### config.mk
export PLATFORM = sky130hd
export DESIGN_NAME = single_wire_slave
export DESIGN_NICKNAME = d
export VERILOG_FILES = /design/src/logic/single_wire_pkg.sv /design/src/logic/line_sync.sv /design/src/logic/byte_buffer.sv /design/src/logic/single_wire_slave.sv
export SDC_FILE = /design/constraint.sdc
export NUM_CORES = 1
export LEC_CHECK = 0
export BUFFER_PORTS_ARGS = -buffer_cell sky130_fd_sc_hd__buf_2
export CAP_MARGIN = 20
export CORE_MARGIN = 2
export CORE_UTILIZATION = 51
export CTS_BUF_LIST = sky130_fd_sc_hd__clkbuf_4
export CTS_CLUSTER_DIAMETER = 120
export DETAILED_ROUTE_END_ITERATION = 16
export PLACE_DENSITY = 0.75
export SYNTH_ARGS = -nofsm -noshare
export SYNTH_HDL_FRONTEND = slang
export SYNTH_SLANG_ARGS = --single-unit
### constraint.sdc
create_clock -name i_mclk -period 2.8 [get_ports i_mclk]
set_clock_uncertainty 0.15 [all_clocks]
set_input_delay 0.14 -clock i_mclk [delete_from_list [all_inputs] [get_ports i_mclk]]
set_output_delay 0.14 -clock i_mclk [all_outputs]
set_load 0.005 [all_outputs]
### src/logic/single_wire_pkg.sv
// constants and types shared by the single-wire slave protocol engine
package single_wire_pkg;
    // line timing in microseconds and derived cycle counts at 100 MHz
    localparam int unsigned CLK_MHZ                   = 100;
    localparam int unsigned RESET_LOW_TIME_US         = 480;
    localparam int unsigned PRESENCE_WAIT_TIME_US     = 30;
    localparam int unsigned PRESENCE_LOW_TIME_US      = 120;
    localparam int unsigned SAMPLE_DELAY_US           = 30;
    localparam int unsigned READ_HOLD_US              = 15;
    localparam int unsigned INT_LOW_TIME_US           = 1920;
    localparam int unsigned RESET_LOW_CYCLES          = RESET_LOW_TIME_US * CLK_MHZ;
    localparam int unsigned PRESENCE_WAIT_CYCLES      = PRESENCE_WAIT_TIME_US * CLK_MHZ;
    localparam int unsigned PRESENCE_LOW_CYCLES       = PRESENCE_LOW_TIME_US * CLK_MHZ;
    localparam int unsigned SAMPLE_DELAY_CYCLES       = SAMPLE_DELAY_US * CLK_MHZ;
    localparam int unsigned READ_HOLD_CYCLES          = READ_HOLD_US * CLK_MHZ;
    localparam int unsigned INT_LOW_CYCLES            = INT_LOW_TIME_US * CLK_MHZ;
    localparam int unsigned TIMER_W                   = 20;

    // identity layout
    localparam int unsigned ID_W                      = 64;

    // command codes
    localparam logic [7:0] CMD_READ_ID                = 8'h33;
    localparam logic [7:0] CMD_SELECT                 = 8'h55;
    localparam logic [7:0] CMD_BYPASS                 = 8'hcc;
    localparam logic [7:0] CMD_SEARCH                 = 8'hf0;
    localparam logic [7:0] CMD_ALARM_SEARCH           = 8'hec;

    // register map
    localparam logic [9:0] ALARM_STATUS_ADDR          = 10'h200;
    localparam logic [7:0] ALARM_STATUS_RESET         = 8'h00;
    localparam int unsigned ALARM_W                   = 8;

    // buffer for bytes handed to the memory layer
    localparam int unsigned BUF_DEPTH                 = 2;
    localparam int unsigned BYTE_W                    = 8;

    typedef enum logic [6:0] {
        ST_IDLE     = 7'b0000001,
        ST_CMD      = 7'b0000010,
        ST_SEND_ID  = 7'b0000100,
        ST_MATCH    = 7'b0001000,
        ST_SEARCH   = 7'b0010000,
        ST_MEMORY   = 7'b0100000,
        ST_WAIT_RST = 7'b1000000
    } rom_state_type;

    typedef enum logic [3:0] {
        LN_IDLE     = 4'b0001,
        LN_PWAIT    = 4'b0010,
        LN_PLOW     = 4'b0100,
        LN_INT      = 4'b1000
    } line_state_type;

    // search phases: bit, complement, master write
    typedef enum logic [2:0] {
        SP_BIT      = 3'b001,
        SP_CMP      = 3'b010,
        SP_WRITE    = 3'b100
    } search_phase_type;

    function automatic logic [TIMER_W-1:0] cyc(input int unsigned n);
        return n[TIMER_W-1:0];
    endfunction
endpackage

### src/logic/line_sync.sv
// two-flop synchroniser and edge detect for the open-drain line
`timescale 1ns/1ps
module line_sync (
    input  wire logic i_mclk,
    input  wire logic i_rst,
    input  wire logic i_ce,
    input  wire logic i_line,
    output logic      o_level,
    output logic      o_fall,
    output logic      o_rise
);
    logic meta;
    logic sync;
    logic prev;

    // meta feeds only sync
    always_ff @(posedge i_mclk) begin
        if (i_rst) begin
            meta <= 1'b1;
            sync <= 1'b1;
            prev <= 1'b1;
        end else if (i_ce) begin
            meta <= i_line;
            sync <= meta;
            prev <= sync;
        end
    end

    assign o_level = sync;
    assign o_fall  = prev & ~sync;
    assign o_rise  = ~prev & sync;
endmodule

### src/logic/byte_buffer.sv
// two-entry valid/ready buffer for received memory-layer bytes
`timescale 1ns/1ps
module byte_buffer
    import single_wire_pkg::*;
(
    input  wire logic              i_mclk,
    input  wire logic              i_rst,
    input  wire logic              i_ce,
    input  wire logic              i_valid,
    output logic                   o_ready,
    input  wire logic [BYTE_W-1:0] i_data,
    output logic                   o_valid,
    input  wire logic              i_ready,
    output logic [BYTE_W-1:0]      o_data
);
    logic [BYTE_W-1:0] mem [BUF_DEPTH];
    logic              wr_ptr;
    logic              rd_ptr;
    logic [1:0]        count;
    logic              push;
    logic              pop;

    assign o_ready = (count != 2'd2);
    assign o_valid = (count != 2'd0);
    assign o_data  = mem[rd_ptr];
    assign push    = i_valid & o_ready;
    assign pop     = o_valid & i_ready;

    always_ff @(posedge i_mclk) begin
        if (i_rst) begin
            wr_ptr <= 1'b0;
            rd_ptr <= 1'b0;
            count  <= 2'd0;
        end else if (i_ce) begin
            if (push) begin
                mem[wr_ptr] <= i_data;
                wr_ptr      <= ~wr_ptr;
            end
            if (pop) begin
                rd_ptr <= ~rd_ptr;
            end
            count <= count + {1'b0, push} - {1'b0, pop};
        end
    end
endmodule

### src/logic/single_wire_slave.sv
// slave protocol engine: reset/presence, identity commands, slots, alarms
// Notes on behaviour
// - reset, identity command, memory command, then data
// - after rise wait, then drive presence low
// - identity commands are eight bits after presence
// - 33h sends family, serial and check value
// - 55h: only exact identity match continues
// - CCh goes straight to memory commands
// - search: send bit, complement, read master choice
// - ECh searches only with unacknowledged interrupt
// - output is open drain, wired-and
// - master starts all slots, device only pulses
// - write slot sampled after falling-edge delay
// - read zero held low, one left untouched
// - read level valid within 1, until 15 us
// - alarm event sets its status flag
// - interrupt active when flag and enable both set
// - reading 200h clears flags; enable clear ends interrupt
// - reset after idle arms; any fall outside presence wait and own presence/interrupt pulses disarms
// - alarm while disarmed becomes a delayed interrupt
// - armed interrupt: long low, then presence
// - alarm during presence waits until it ends
// - delayed interrupt stretches next reset low time
// - unacknowledged interrupt repeats on every reset
`timescale 1ns/1ps
module single_wire_slave
    import single_wire_pkg::*;
(
    input  wire logic               i_mclk,
    input  wire logic               i_rst,
    input  wire logic               i_ce,
    input  wire logic               i_line,
    output logic                    o_line,
    output logic                    o_line_oe_n,
    input  wire logic [ID_W-1:0]    i_identity,
    input  wire logic [ALARM_W-1:0] i_alarm_event,
    input  wire logic [ALARM_W-1:0] i_int_enable,
    input  wire logic [9:0]         i_reg_addr,
    input  wire logic               i_reg_read,
    output logic [ALARM_W-1:0]      o_reg_rdata,
    output logic                    o_mem_valid,
    input  wire logic               i_mem_ready,
    output logic [BYTE_W-1:0]       o_mem_data,
    output logic                    o_selected,
    output logic                    o_int_active
);
    logic               lvl, fall, rise, slot_active, drive_zero, reset_seen;
    logic               tx_bit, sample_now, rx_bit, int_cond, int_prev, armed;
    logic               int_pending, buf_valid, buf_ready, mem_valid_c;
    line_state_type     line_state;
    rom_state_type      rom_state;
    search_phase_type   sphase;
    logic [TIMER_W-1:0] line_timer, low_timer, slot_timer;
    logic [6:0]         bit_idx;
    logic [7:0]         cmd_shift, mem_shift;
    logic [2:0]         mem_bits;
    logic [ALARM_W-1:0] alarm_status;
    logic [BYTE_W-1:0]  mem_data_c;

    line_sync u_sync (
        .i_mclk  (i_mclk),
        .i_rst   (i_rst),
        .i_ce    (i_ce),
        .i_line  (i_line),
        .o_level (lvl),
        .o_fall  (fall),
        .o_rise  (rise)
    );

    // long low on the line marks a reset pulse regardless of protocol state
    always_ff @(posedge i_mclk) begin
        if (i_rst) begin
            low_timer  <= '0;
            reset_seen <= 1'b0;
        end else if (i_ce) begin
            if (lvl) begin
                low_timer <= '0;
            end else if (low_timer != cyc(RESET_LOW_CYCLES)) begin
                low_timer <= low_timer + 1'b1;
            end
            reset_seen <= (low_timer == cyc(RESET_LOW_CYCLES) - 1'b1) & ~lvl;
        end
    end

    assign int_cond = |(alarm_status & i_int_enable);

    // alarm flags: event set wins over the read clear
    always_ff @(posedge i_mclk) begin
        if (i_rst) begin
            alarm_status <= ALARM_STATUS_RESET;
            o_reg_rdata  <= '0;
            o_int_active <= 1'b0;
        end else if (i_ce) begin
            if (i_reg_read && i_reg_addr == ALARM_STATUS_ADDR) begin
                alarm_status <= i_alarm_event;
            end else begin
                alarm_status <= alarm_status | i_alarm_event;
            end
            o_reg_rdata  <= (i_reg_addr == ALARM_STATUS_ADDR) ? alarm_status : '0;
            o_int_active <= int_cond;
        end
    end

    // arm on reset rise; own pulse lows skip the disarm, else arming never lasts
    always_ff @(posedge i_mclk) begin
        if (i_rst) begin
            armed       <= 1'b0;
            int_prev    <= 1'b0;
            int_pending <= 1'b0;
        end else if (i_ce) begin
            if (fall && line_state == LN_IDLE) begin
                armed <= 1'b0;
            end else if (rise && line_state == LN_IDLE && low_timer == cyc(RESET_LOW_CYCLES)
                         && (rom_state == ST_IDLE || rom_state == ST_WAIT_RST)) begin
                armed <= 1'b1;
            end
            int_prev <= int_cond;
            if (!int_cond || line_state == LN_INT) begin
                int_pending <= 1'b0;
            end else if (int_cond && !int_prev && armed) begin
                int_pending <= 1'b1;
            end
        end
    end

    // line driver: presence, interrupt pulse, reset stretch
    always_ff @(posedge i_mclk) begin
        if (i_rst) begin
            line_state <= LN_IDLE;
            line_timer <= '0;
        end else if (i_ce) begin
            case (line_state)
                LN_IDLE: begin
                    line_timer <= '0;
                    if (int_pending && lvl) begin
                        line_state <= LN_INT;
                    end else if (reset_seen && int_cond) begin
                        line_state <= LN_INT;
                    end else if (rise && low_timer == cyc(RESET_LOW_CYCLES)) begin
                        line_state <= LN_PWAIT;
                    end
                end
                LN_PWAIT: begin
                    line_timer <= line_timer + 1'b1;
                    if (line_timer == cyc(PRESENCE_WAIT_CYCLES) - 1'b1) begin
                        line_state <= LN_PLOW;
                        line_timer <= '0;
                    end
                end
                LN_PLOW: begin
                    line_timer <= line_timer + 1'b1;
                    if (line_timer == cyc(PRESENCE_LOW_CYCLES) - 1'b1) begin
                        line_state <= LN_IDLE;
                        line_timer <= '0;
                    end
                end
                LN_INT: begin
                    line_timer <= line_timer + 1'b1;
                    if (line_timer == cyc(INT_LOW_CYCLES) - 1'b1) begin
                        line_state <= LN_PWAIT;
                        line_timer <= '0;
                    end
                end
                default: line_state <= LN_IDLE;
            endcase
        end
    end

    // slot timer starts on the master's falling edge
    always_ff @(posedge i_mclk) begin
        if (i_rst) begin
            slot_timer  <= '0;
            slot_active <= 1'b0;
            drive_zero  <= 1'b0;
        end else if (i_ce) begin
            // read zero: pull right after the edge, hold through the valid window
            if (fall && line_state == LN_IDLE && !tx_bit) begin
                drive_zero <= 1'b1;
            end else if (slot_active && slot_timer == cyc(READ_HOLD_CYCLES)) begin
                drive_zero <= 1'b0;
            end
            if (fall && line_state == LN_IDLE) begin
                slot_timer  <= '0;
                slot_active <= 1'b1;
            end else if (slot_active) begin
                slot_timer <= slot_timer + 1'b1;
                if (slot_timer == cyc(SAMPLE_DELAY_CYCLES) - 1'b1) begin
                    slot_active <= 1'b0;
                end
            end
        end
    end

    assign sample_now = slot_active && slot_timer == cyc(SAMPLE_DELAY_CYCLES) - 1'b1;
    assign rx_bit     = lvl;

    // current transmit bit for read slots
    always_comb begin
        tx_bit = 1'b1;
        if (rom_state == ST_SEND_ID || (rom_state == ST_SEARCH && sphase == SP_BIT)) begin
            tx_bit = i_identity[bit_idx[5:0]];
        end else if (rom_state == ST_SEARCH && sphase == SP_CMP) begin
            tx_bit = ~i_identity[bit_idx[5:0]];
        end
    end

    // open drain: only ever pull low, else release (oe_n high)
    always_ff @(posedge i_mclk) begin
        if (i_rst) begin
            o_line      <= 1'b0;
            o_line_oe_n <= 1'b1;
        end else if (i_ce) begin
            o_line      <= 1'b0;
            o_line_oe_n <= ~(drive_zero || line_state == LN_PLOW || line_state == LN_INT
                             || (fall && line_state == LN_IDLE && !tx_bit));
        end
    end
    // identity-layer state machine
    always_ff @(posedge i_mclk) begin
        if (i_rst) begin
            rom_state <= ST_IDLE;
            sphase    <= SP_BIT;
            bit_idx   <= '0;
            cmd_shift <= '0;
        end else if (i_ce) begin
            if (line_state == LN_PLOW) begin
                rom_state <= ST_CMD;
                bit_idx   <= '0;
                sphase    <= SP_BIT;
            end else if (reset_seen) begin
                rom_state <= ST_IDLE;
            end else if (sample_now) begin
                case (rom_state)
                    ST_CMD: begin
                        cmd_shift <= {rx_bit, cmd_shift[7:1]};
                        bit_idx   <= bit_idx + 1'b1;
                        if (bit_idx == 7'd7) begin
                            bit_idx <= '0;
                            case ({rx_bit, cmd_shift[7:1]})
                                CMD_READ_ID:      rom_state <= ST_SEND_ID;
                                CMD_SELECT:       rom_state <= ST_MATCH;
                                CMD_BYPASS:       rom_state <= ST_MEMORY;
                                CMD_SEARCH:       rom_state <= ST_SEARCH;
                                CMD_ALARM_SEARCH: rom_state <= int_cond ? ST_SEARCH
                                                                        : ST_WAIT_RST;
                                default:          rom_state <= ST_WAIT_RST;
                            endcase
                        end
                    end
                    ST_SEND_ID: begin
                        bit_idx <= bit_idx + 1'b1;
                        if (bit_idx == 7'd63) begin
                            rom_state <= ST_MEMORY;
                        end
                    end
                    ST_MATCH: begin
                        bit_idx <= bit_idx + 1'b1;
                        if (rx_bit != i_identity[bit_idx[5:0]]) begin
                            rom_state <= ST_WAIT_RST;
                        end else if (bit_idx == 7'd63) begin
                            rom_state <= ST_MEMORY;
                        end
                    end
                    ST_SEARCH: begin
                        case (sphase)
                            SP_BIT: sphase <= SP_CMP;
                            SP_CMP: sphase <= SP_WRITE;
                            SP_WRITE: begin
                                sphase  <= SP_BIT;
                                bit_idx <= bit_idx + 1'b1;
                                if (rx_bit != i_identity[bit_idx[5:0]]) begin
                                    rom_state <= ST_WAIT_RST;
                                end else if (bit_idx == 7'd63) begin
                                    rom_state <= ST_MEMORY;
                                end
                            end
                            default: sphase <= SP_BIT;
                        endcase
                    end
                    default: rom_state <= rom_state;
                endcase
            end
        end
    end

    // memory-layer bytes collected lsb first into the buffer
    always_ff @(posedge i_mclk) begin
        if (i_rst) begin
            mem_shift <= '0;
            mem_bits  <= '0;
            buf_valid <= 1'b0;
        end else if (i_ce) begin
            if (buf_valid && buf_ready) begin
                buf_valid <= 1'b0;
            end
            if (rom_state != ST_MEMORY) begin
                mem_bits <= '0;
            end else if (sample_now && !buf_valid) begin
                mem_shift <= {rx_bit, mem_shift[7:1]};
                mem_bits  <= mem_bits + 1'b1;
                buf_valid <= (mem_bits == 3'd7);
            end
        end
    end

    byte_buffer u_buf (
        .i_mclk  (i_mclk),
        .i_rst   (i_rst),
        .i_ce    (i_ce),
        .i_valid (buf_valid),
        .o_ready (buf_ready),
        .i_data  (mem_shift),
        .o_valid (mem_valid_c),
        .i_ready (i_mem_ready & o_mem_valid),
        .o_data  (mem_data_c)
    );
    // registered memory-side outputs
    always_ff @(posedge i_mclk) begin
        if (i_rst) begin
            o_mem_valid <= 1'b0;
            o_mem_data  <= '0;
            o_selected  <= 1'b0;
        end else if (i_ce) begin
            o_mem_valid <= mem_valid_c & ~(o_mem_valid & i_mem_ready);
            o_mem_data  <= mem_data_c;
            o_selected  <= (rom_state == ST_MEMORY);
        end
    end
endmodule

==> results.json, run 1 <==
{
  "synth.yosys.seq_area_share_pct": 41.8,
  "synth_edf_count": 16,
  "cp-end-kind": "flip-flop",
  "routedWlPerCell_um": 15.0,
  "worstPathArrival_ps": 3010,
  "via_per_inst": 5.69,
  "ant_nets": 0,
  "maxCapViolCount": 0,
  "io_buffers": 115,
  "path_clk_slew_ps": 150,
  "numCtsBuffers": 17,
  "cts_tree": "done",
  "path_max_fanout": 7,
  "fill_cells": 1280,
  "syn-num-nets": 985,
  "rows": 45,
  "clockBufferDepth": 2,
  "use_met2_pct": 39.3,
  "design.core.area_um2": 15100,
  "post-route-min-period_ps": 2710,
  "dr.pass1.iters": 5,
  "place_area_um2": 8900,
  "dp_slack_ps": 29.4,
  "drv_slew": 0,
  "synth_ff_type": "dfxtp_1",
  "start_kind": "flip-flop",
  "startpoint": "slot_timer[17]",
  "setup_tns_ps": 0,
  "dp.cells": 1183,
  "floorplan.initialDensity_pct": 51.8,
  "grt_util_met3_pct": 5.18,
  "setup_ws_ps": 91.4,
  "postSynthCellCount": 879,
  "die-area_um2": 16400,
  "setup_viol": 0,
  "clock_latency_ps": 570,
  "grt_pass1_vias": 6774,
  "timing.rr.end": "cmd_shift[7]",
  "hold_end": "int_prev",
  "nets": 1146,
  "layout_common_cells": "nor2_1 (140), dfxtp_1 (135), buf_2 (114)",
  "final_common_cell": "nor2_1",
  "use_met1_pct": 28.8,
  "hold_depth": 5,
  "syn_to_final_growth_pct": 21.2,
  "grt_setup_unrepaired": "yes",
  "vias": 7071,
  "synthDistinctLibCells": 68,
  "r2r_slack_ps": 90,
  "cpMaxStageDelayCell": "or4_4",
  "grt_max_degree": 61,
  "gr-total-overflow": 0,
  "yosysWarnings": 0,
  "numClockSinks": 156,
  "grt_pass1_wl_um": 31100,
  "busiest_layer": "met2",
  "worstMarginPinSlew_ps": 707,
  "power_density_nw_per_um2": 431,
  "hold_slack_ps": 52.6,
  "async_flop_share_pct": 0,
  "wl_um": 18700,
  "status": "finished clean",
  "pin_count": 117,
  "die_h_um": 128,
  "required_ps": 3100,
  "route.detailed.drc": 0,
  "crit_top_cell": "or3_4",
  "rr_startpoint": "slot_timer[17]",
  "antenna_found_initial": 1,
  "crit_chain": "or4_4 > or3_4 > or2_4 > or3_4 > nor3_4 > buf_12 > mux2i_1 > nor2_1",
  "post-dp-hpwl_um": 13000,
  "gp_congestion": 0.893,
  "post-route-util_pct": 62.8,
  "htree_levels": 4,
  "critPathKind": "reg2reg",
  "min_from": "i_int_enable[3]",
  "r2r_cells": 8,
  "drive_gt1_share_pct": 23.7,
  "fin_crit_sh_pct": 96.7,
  "critPathMaxStageDelay_ps": 550,
  "report.final.hold_viol_count": 0,
  "drt_iter0_drc": 465,
  "final_area_um2": 9510,
  "fp.dieW_um": 128,
  "leakagePower_nw": 3.54,
  "syn-cell-area_um2": 7850,
  "grtUsageTotal_pct": 23.3,
  "fin_cells": 1243,
  "cts_root_buf": "clkbuf_4",
  "hold_path.class": "in2reg",
  "synth.avg_cell_area_um2": 8.93,
  "relSlewSlack_pct": 52.9,
  "synth-seq-cells": 156,
  "fmax_ghz": 0.369,
  "fin_total_pwr_mw": 4.10,
  "irDropWorstVdd_mv": 0.332
}
where the power goes:
part | total [mW] | switching (mW) | internal [mW]
clock network | 1.42 | 0.919 | 0.497
registers | 2.30 | 0.0217 | 2.28
logic | 0.388 | 0.201 | 0.187
total | 4.10 | 1.14 | 2.96
per-layer routing:
metal / routed length [um] / part of all wire [%]
met1: 8330 / 45
met2: 8820 / 47
met3: 1160 / 6.2
met4: 396 / 2.1
met5: 0 / 0
sequential cells by signal, summed over array words and instances, names as in the netlist, 2 cells and up:
register      cells
bit_idx           7
line_timer       20
low_timer        20
mem_shift         8
rom_state         7
o_reg_rdata       8
cmd_shift         7
u_buf.mem        16
u_buf.count       2
slot_timer       20
o_mem_data        8
alarm_status      8
sphase            3
line_state        4
mem_bits          3
worst max-delay path: cells and delay by family (launching register included):
kind / cells / cell delay, ps
flip-flops: 1 / 350
AND/OR/NAND/NOR: 6 / 1750
multiplexers: 1 / 180
buffers and inverters: 1 / 160
kinds of logic after synthesis:
kind of cell | share of synthesized area, %
muxes | 8.75
other | 0.0478
DFF | 41.8
and+or+nand+nor | 25.8
adders and majority gates | 1.59
AOI/OAI and AO/OA | 12.2
buffers and inverters | 3.33
xor gates and xnor gates | 6.36
synth_stat cells, types with 3 or more instances:
library cell  number  share of area (%)
nand4b_1           6               0.67
xnor2_1           28                3.1
buf_1              6               0.29
a311oi_1           3               0.33
or4_1              6               0.57
nor4b_1            7               0.78
o31ai_1            6               0.57
nor4_1            17                1.4
nor3_1            34                2.2
nand3b_1           5               0.48
dfxtp_1          140                 36
o32ai_1            3               0.33
nand2_1           64                3.1
mux2i_1           36                4.6
nand2b_1           9               0.72
and3_1            12               0.96
nand3_1           28                1.8
inv_1             18               0.86
buf_2              5               0.32
nand4bb_1          4               0.57
or2_2              3               0.24
mux4_2            14                4.0
o2111ai_1          6               0.67
a211oi_1           9               0.86
o21ai_1            3               0.19
nor2_1           140                6.7
clkbuf_1          36                1.7
or4b_2             7               0.89
xor2_1            29                3.2
ha_1              10                1.6
nor3b_1            5               0.48
a31oi_1            7               0.56
o21ai_0           23                1.5
a22oi_1           28                2.7
and2_1             8               0.64
nand4_1           19                1.5
a21oi_1           34                2.2
or3_1              9               0.72
edfxtp_1          16                6.1
area by class of cell:
class / count / area (um^2) / area share, %
Timing Repair Buffer: 190 / 1260 / 13.2
Inverter: 19 / 75.1 / 0.789
Tap cell: 188 / 235 / 2.47
Multi-Input combinational cell: 656 / 4350 / 45.7
Sequential cell: 156 / 3290 / 34.6
Clock inverter: 15 / 173 / 1.81
Clock buffer: 17 / 128 / 1.34
Antenna cell: 2 / 5.00 / 0.0526
what timing repair did:
item,4_1_cts,5_1_grt
gates resized for setup,4,11
hold buffers,22,0
gates cloned,0,0
pin swaps,3,5
buffers inserted,2,2
setup endpoints to repair,4,40
hold endpoints to repair,35,0
worst max path at each step:
stage | cells after the start | endpoint
final | 8 | cmd_shift[7]
after global routing | 8 | cmd_shift[5]
after CTS | 7 | line_state[0]
after detailed placement | 8 | cmd_shift[7]
after global placement | 8 | cmd_shift[2]
after floorplan | 7 | cmd_shift[3]
Power figures use the tool's default switching activity.
==> inputs of run 2 (changes only) <==
--- a/config.mk
+++ b/config.mk
@@ -5,14 +5,13 @@
 export SDC_FILE = /design/constraint.sdc
 export NUM_CORES = 1
 export LEC_CHECK = 0
-export BUFFER_PORTS_ARGS = -buffer_cell sky130_fd_sc_hd__buf_2
 export CAP_MARGIN = 20
 export CORE_MARGIN = 2
 export CORE_UTILIZATION = 51
 export CTS_BUF_LIST = sky130_fd_sc_hd__clkbuf_4
-export CTS_CLUSTER_DIAMETER = 120
 export DETAILED_ROUTE_END_ITERATION = 16
-export PLACE_DENSITY = 0.75
+export DONT_BUFFER_PORTS = 1
+export PLACE_DENSITY_LB_ADDON = 0.2
 export SYNTH_ARGS = -nofsm -noshare
 export SYNTH_HDL_FRONTEND = slang
 export SYNTH_SLANG_ARGS = --single-unit
==> results.json, run 2 (same netlist as run 1, synthesis figures left out) <==
{
  "die_h_um": 128,
  "drt_iter0_drc": 268,
  "fin_cells": 1120,
  "numClockSinks": 156,
  "ant_nets": 0,
  "gp_congestion": 0.914,
  "critPathKind": "reg2reg",
  "layout_common_cells": "nor2_1 (139), dfxtp_1 (134), nand2_1 (64)",
  "required_ps": 3110,
  "routedWlPerCell_um": 16.7,
  "numCtsBuffers": 17,
  "drive_gt1_share_pct": 14.1,
  "maxCapViolCount": 0,
  "grt_pass1_vias": 6555,
  "post-route-min-period_ps": 2750,
  "die-area_um2": 16400,
  "post-dp-hpwl_um": 13000,
  "cp-end-kind": "flip-flop",
  "worstMarginPinSlew_ps": 759,
  "clockBufferDepth": 2,
  "grt_setup_unrepaired": "yes",
  "grt_max_degree": 79,
  "highest_layer": "met4",
  "wl_um": 18700,
  "vias": 6740,
  "status": "finished clean",
  "cts_root_buf": "clkbuf_4",
  "floorplan.initialDensity_pct": 51.8,
  "rows": 45,
  "drv_slew": 0,
  "start_kind": "flip-flop",
  "leakagePower_nw": 3.04,
  "wl_met3_um": 1230,
  "fp.dieW_um": 128,
  "path_max_fanout": 7,
  "final_area_um2": 8860,
  "drt-met1-wl_um": 7950,
  "htree_levels": 4,
  "worstPathArrival_ps": 3070,
  "irDropWorstVdd_mv": 0.303,
  "dr.pass1.iters": 5,
  "setup_viol": 0,
  "route.detailed.drc": 0,
  "grtUsageTotal_pct": 22.7,
  "via_per_inst": 6.02,
  "relSlewSlack_pct": 48.9,
  "place_area_um2": 8250,
  "dp.cells": 1060,
  "cts_tree": "done",
  "nets": 1024,
  "report.final.hold_viol_count": 0,
  "pin_count": 117,
  "path_clk_slew_ps": 150,
  "design.core.area_um2": 15100,
  "hold_path.class": "in2reg",
  "final_common_cell": "nor2_1",
  "gr-total-overflow": 0,
  "largestRegisters": "line_timer (20), low_timer (20), slot_timer (20)",
  "clock_latency_ps": 570,
  "syn_to_final_growth_pct": 12.9,
  "grt_pass1_wl_um": 30300,
  "io_buffers": 0,
  "route.met2.wl_um": 9290,
  "fmax_ghz": 0.363,
  "fin_crit_sh_pct": 98.4,
  "antenna_found_initial": 1,
  "power_density_nw_per_um2": 450
}
## run 2: timing repair
action                                 4_1_cts  5_1_grt
hold buffers                                20        0
endpoints found under the hold margin      142        0
setup endpoints to repair                    0       44
setup buffers                                0        6
resized for setup                            0       14
## run 2: final timing paths
check | start | endpoint | slack (ps) | depth (start not counted)
hold / removal | i_int_enable[5] | line_state[1] | 80 | 6
hold reg to reg | mem_shift[0] | u_buf.mem[1][0] | 330 | 0
setup reg to reg | slot_timer[15] | cmd_shift[6] | 50 | 8
setup / recovery | slot_timer[15] | cmd_shift[6] | 50 | 8
## run 2: final cells by class
cell class                      instances  area, um^2
Clock inverter                         14         151
Timing Repair Buffer                   68         637
Multi-Input combinational cell        656        4340
Sequential cell                       156        3290
Antenna cell                            1        2.50
Tap cell                              188         235
Clock buffer                           18         135
Fill cell                            1301        6280
Inverter                               19        71.3
## run 2: through the flow
step | setup slack [ps] | util [%] | power [mW] | hold slack (ps) | setup TNS, ps
2_1_floorplan | 87.2 | - | 2.54 | 118 | 0
3_3_place_gp | 65.8 | 54.5 | 2.58 | 70.9 | 0
3_5_place_dp | 29.3 | 54.5 | 2.59 | 73.2 | 0
4_1_cts | 14.6 | 57.9 | 4.01 | 19.5 | 0
5_1_grt | -42.1 | 58.5 | 4.16 | 52.9 | -67.1
6_report | 45.6 | 58.5 | 3.99 | 76.6 | 0
## run 2: power breakdown
group	total (mW)	switching, mW	leakage (nW)	internal [mW]
logic	0.300	0.170	1.56	0.130
registers	2.31	0.0336	1.32	2.28
clock network	1.38	0.890	0.156	0.489
total	3.99	1.09	3.04	2.90
## run 2: critical path, stage by stage (launching register included)
cell,delay [ps]
dfxtp_2,360
or4_4,540
or3_4,390
or2_4,240
or3_4,350
nor3_4,230
buf_12,160
mux2i_1,200
nor2_1,60
## run 2: metal layers
layer,vias up,track usage [%]
met5,-,0
met4,0,7.95
met3,26,5.34
met2,234,40.7
met1,3196,26.4
li1,3284,-
==> inputs of run 3 (changes only) <==
--- a/config.mk
+++ b/config.mk
@@ -5,9 +5,10 @@
 export SDC_FILE = /design/constraint.sdc
 export NUM_CORES = 1
 export LEC_CHECK = 0
+export ABC_AREA = 1
 export CAP_MARGIN = 20
 export CORE_MARGIN = 2
-export CORE_UTILIZATION = 51
+export CORE_UTILIZATION = 35
 export CTS_BUF_LIST = sky130_fd_sc_hd__clkbuf_4
 export DETAILED_ROUTE_END_ITERATION = 16
 export DONT_BUFFER_PORTS = 1
==> results.json, run 3 <==
{
  "async_flop_share_pct": 0,
  "setup_tns_ps": 0,
  "post-route-min-period_ps": 2580,
  "synth-seq-cells": 156,
  "wl_um": 21300,
  "syn_to_final_growth_pct": 12.7,
  "status": "finished clean",
  "hold_end": "u_sync.meta",
  "antenna_found_initial": 1,
  "ant_nets": 0,
  "netlist_top_cells_count": "nand2_1 (324), dfxtp_1 (140), inv_1 (133), a21oi_1 (105), nor2_1 (105)",
  "cp-end-kind": "flip-flop",
  "grt_setup_unrepaired": "no",
  "io_buffers": 0,
  "synth_edf_count": 16,
  "r2r_slack_ps": 220,
  "floorplan.initialDensity_pct": 35.7,
  "drive_gt1_share_pct": 7.27,
  "post-route-util_pct": 40.2,
  "gp_congestion": 0.846,
  "path_delay_family": "simple AND/OR/NAND/NOR gates",
  "post-dp-hpwl_um": 15100,
  "place_area_um2": 8740,
  "fp.dieW_um": 159,
  "start_kind": "flip-flop",
  "maxCapViolCount": 0,
  "critPathMaxStageDelay_ps": 550,
  "routedWlPerCell_um": 13.4,
  "ys_top_cells_by_area": "dfxtp_1 (33%), nand2_1 (15%), a21oi_1 (6.3%), inv_1 (6.0%), edfxtp_1 (5.7%)",
  "cts_root_buf": "clkbuf_4",
  "numClockSinks": 156,
  "required_ps": 3160,
  "rows": 56,
  "wl_met3_um": 1100,
  "design.core.area_um2": 23500,
  "hold_depth": 3,
  "grt_max_degree": 65,
  "path_clk_slew_ps": 160,
  "syn-num-nets": 1327,
  "crit_buf_inv": 3,
  "setup_viol": 0,
  "final_area_um2": 9440,
  "crit_chain": "nor4_1 > nand3_1 > nand2_1 > nand2_1 > buf_4 > clkinvlp_4 > nand2_1 > a21oi_1 > dlygate4sd3_1",
  "clock_latency_ps": 560,
  "dp.cells": 1519,
  "fin_crit_sh_pct": 92.2,
  "critPathKind": "reg2reg",
  "power.switching_mw": 1.54,
  "cpMaxStageDelayCell": "dlygate4sd3_1",
  "crit_top_cell": "nand2_1",
  "via_per_inst": 4.99,
  "vias": 7913,
  "fmax_ghz": 0.387,
  "hold_path.class": "in2reg",
  "yosysWarnings": 0,
  "grt_pass1_vias": 7547,
  "die-area_um2": 25200,
  "dr.pass1.iters": 5,
  "synthDistinctLibCells": 49,
  "grt_pass1_wl_um": 35600,
  "pin_count": 117,
  "fin_cells": 1585,
  "numCtsBuffers": 17,
  "rr_startpoint": "low_timer[16]",
  "synth_most_common_cell": "nand2_1",
  "route.detailed.drc": 0,
  "synth.yosys.seq_area_share_pct": 39.2,
  "grtUsageTotal_pct": 17.3,
  "cts_tree": "done",
  "setup_ws_ps": 219,
  "die_h_um": 159,
  "clkPwrFrac_pct": 32.9,
  "gr-total-overflow": 0,
  "postSynthCellCount": 1221,
  "layout_common_cells": "nand2_1 (324), dfxtp_1 (139), inv_1 (131)",
  "nets": 1358,
  "leakagePower_nw": 3.64,
  "irDropWorstVdd_mv": 0.287,
  "htree_levels": 4,
  "p_seq_share_pct": 51.8,
  "synth_ff_type": "dfxtp_1",
  "p_int_mw": 3.06,
  "sw_frac_of_total_pct": 33.4,
  "clockBufferDepth": 2,
  "min_from": "i_line",
  "syn-cell-area_um2": 8370,
  "r2r_cells": 9,
  "route.met2.wl_um": 9710,
  "timing.rr.end": "low_timer[12]",
  "path_max_fanout": 12,
  "relSlewSlack_pct": 52.5,
  "dp_slack_ps": 303,
  "power_density_nw_per_um2": 488,
  "drv_slew": 0,
  "fin_total_pwr_mw": 4.60,
  "largestRegisters": "line_timer (20), low_timer (20), slot_timer (20)",
  "report.final.hold_viol_count": 0,
  "worstMarginPinSlew_ps": 710,
  "synth_top_area_share_pct": 33.5,
  "synth.avg_cell_area_um2": 6.86,
  "final_common_cell": "nand2_1",
  "drt_iter0_drc": 411,
  "synth_area_leader_cell": "dfxtp_1",
  "p_comb_share_pct": 15.3,
  "worstPathArrival_ps": 2940,
  "highest_layer": "met4",
  "hold_slack_ps": 96.8,
  "drt-met1-wl_um": 10300
}
==> run 3: cell count changes after synthesis, sizes merged, moves of 24 or more <==
| cell | change |
|---|---|
| a21oi | +72 |
| a22oi | -28 |
| inv | +118 |
| mux2i | -36 |
| nand2 | +267 |
| nand3 | +55 |
| nor2 | -25 |
| o21ai | +26 |
| xnor2 | -24 |
==> run 3: worst min-delay path, delay by kind of cell <==
| family | cells | cell delay (ps) |
|---|---|---|
| buffers and inverters | 1 | 530 |
| AND/OR/NAND/NOR | 2 | 110 |
==> run 3: timing repair <==
item                                   CTS  global route
endpoints found under the hold margin  142             0
setup buffers                            0             2
gates resized for setup                  0             5
hold buffers                            31             0
setup endpoints to repair                0             8
==> run 3: per-layer routing <==
layer	GRT usage, %	vias up
met5	0	-
met4	3.69	0
met3	4.14	11
met2	29.4	169
met1	22.3	3589
li1	-	4144
==> run 3: worst max path at each step <==
stage	startpoint	to	slack, ps	cells after the start
3_5_place_dp	bit_idx[1]	rom_state[5]	300	13
5_1_grt	low_timer[16]	low_timer[12]	10	9
2_1_floorplan	i_ce	u_buf.mem[1][0]	710	6
3_3_place_gp	slot_timer[1]	mem_bits[0]	440	11
6_report	low_timer[16]	low_timer[12]	220	9
4_1_cts	low_timer[15]	low_timer[14]	60	10
==> run 3: logic make-up after synthesis <==
group | Yosys count | share of synthesized area (%)
AND/OR/NAND/NOR | 655 | 35.6
AO/OA/AOI/OAI | 203 | 13.6
buffers and inverters | 179 | 8.28
flip-flops | 156 | 39.2
XOR/XNOR | 17 | 1.78
other | 1 | 0.0448
adder cells (fa/ha/maj) | 10 | 1.49
==> run 3: cell type report <==
cell class	instances	area, um^2
antenna	1	2.50
sequential	156	3280
clock inverter	15	194
clock buffer	17	128
fill	2450	14000
tap	319	399
timing repair buffer	51	488
inverter	140	533
multi-input combinational	886	4410
==> run 3: power groups by stage <==
| stage | clock network, mW | logic, mW | registers (mW) |
|---|---|---|---|
| after floorplan | 0 | 0.483 | 2.41 |
| after global placement | 0 | 0.631 | 2.43 |
| after detailed placement | 0 | 0.628 | 2.43 |
| after CTS | 1.56 | 0.699 | 2.38 |
| after global routing | 1.64 | 0.793 | 2.40 |
| final | 1.51 | 0.705 | 2.38 |
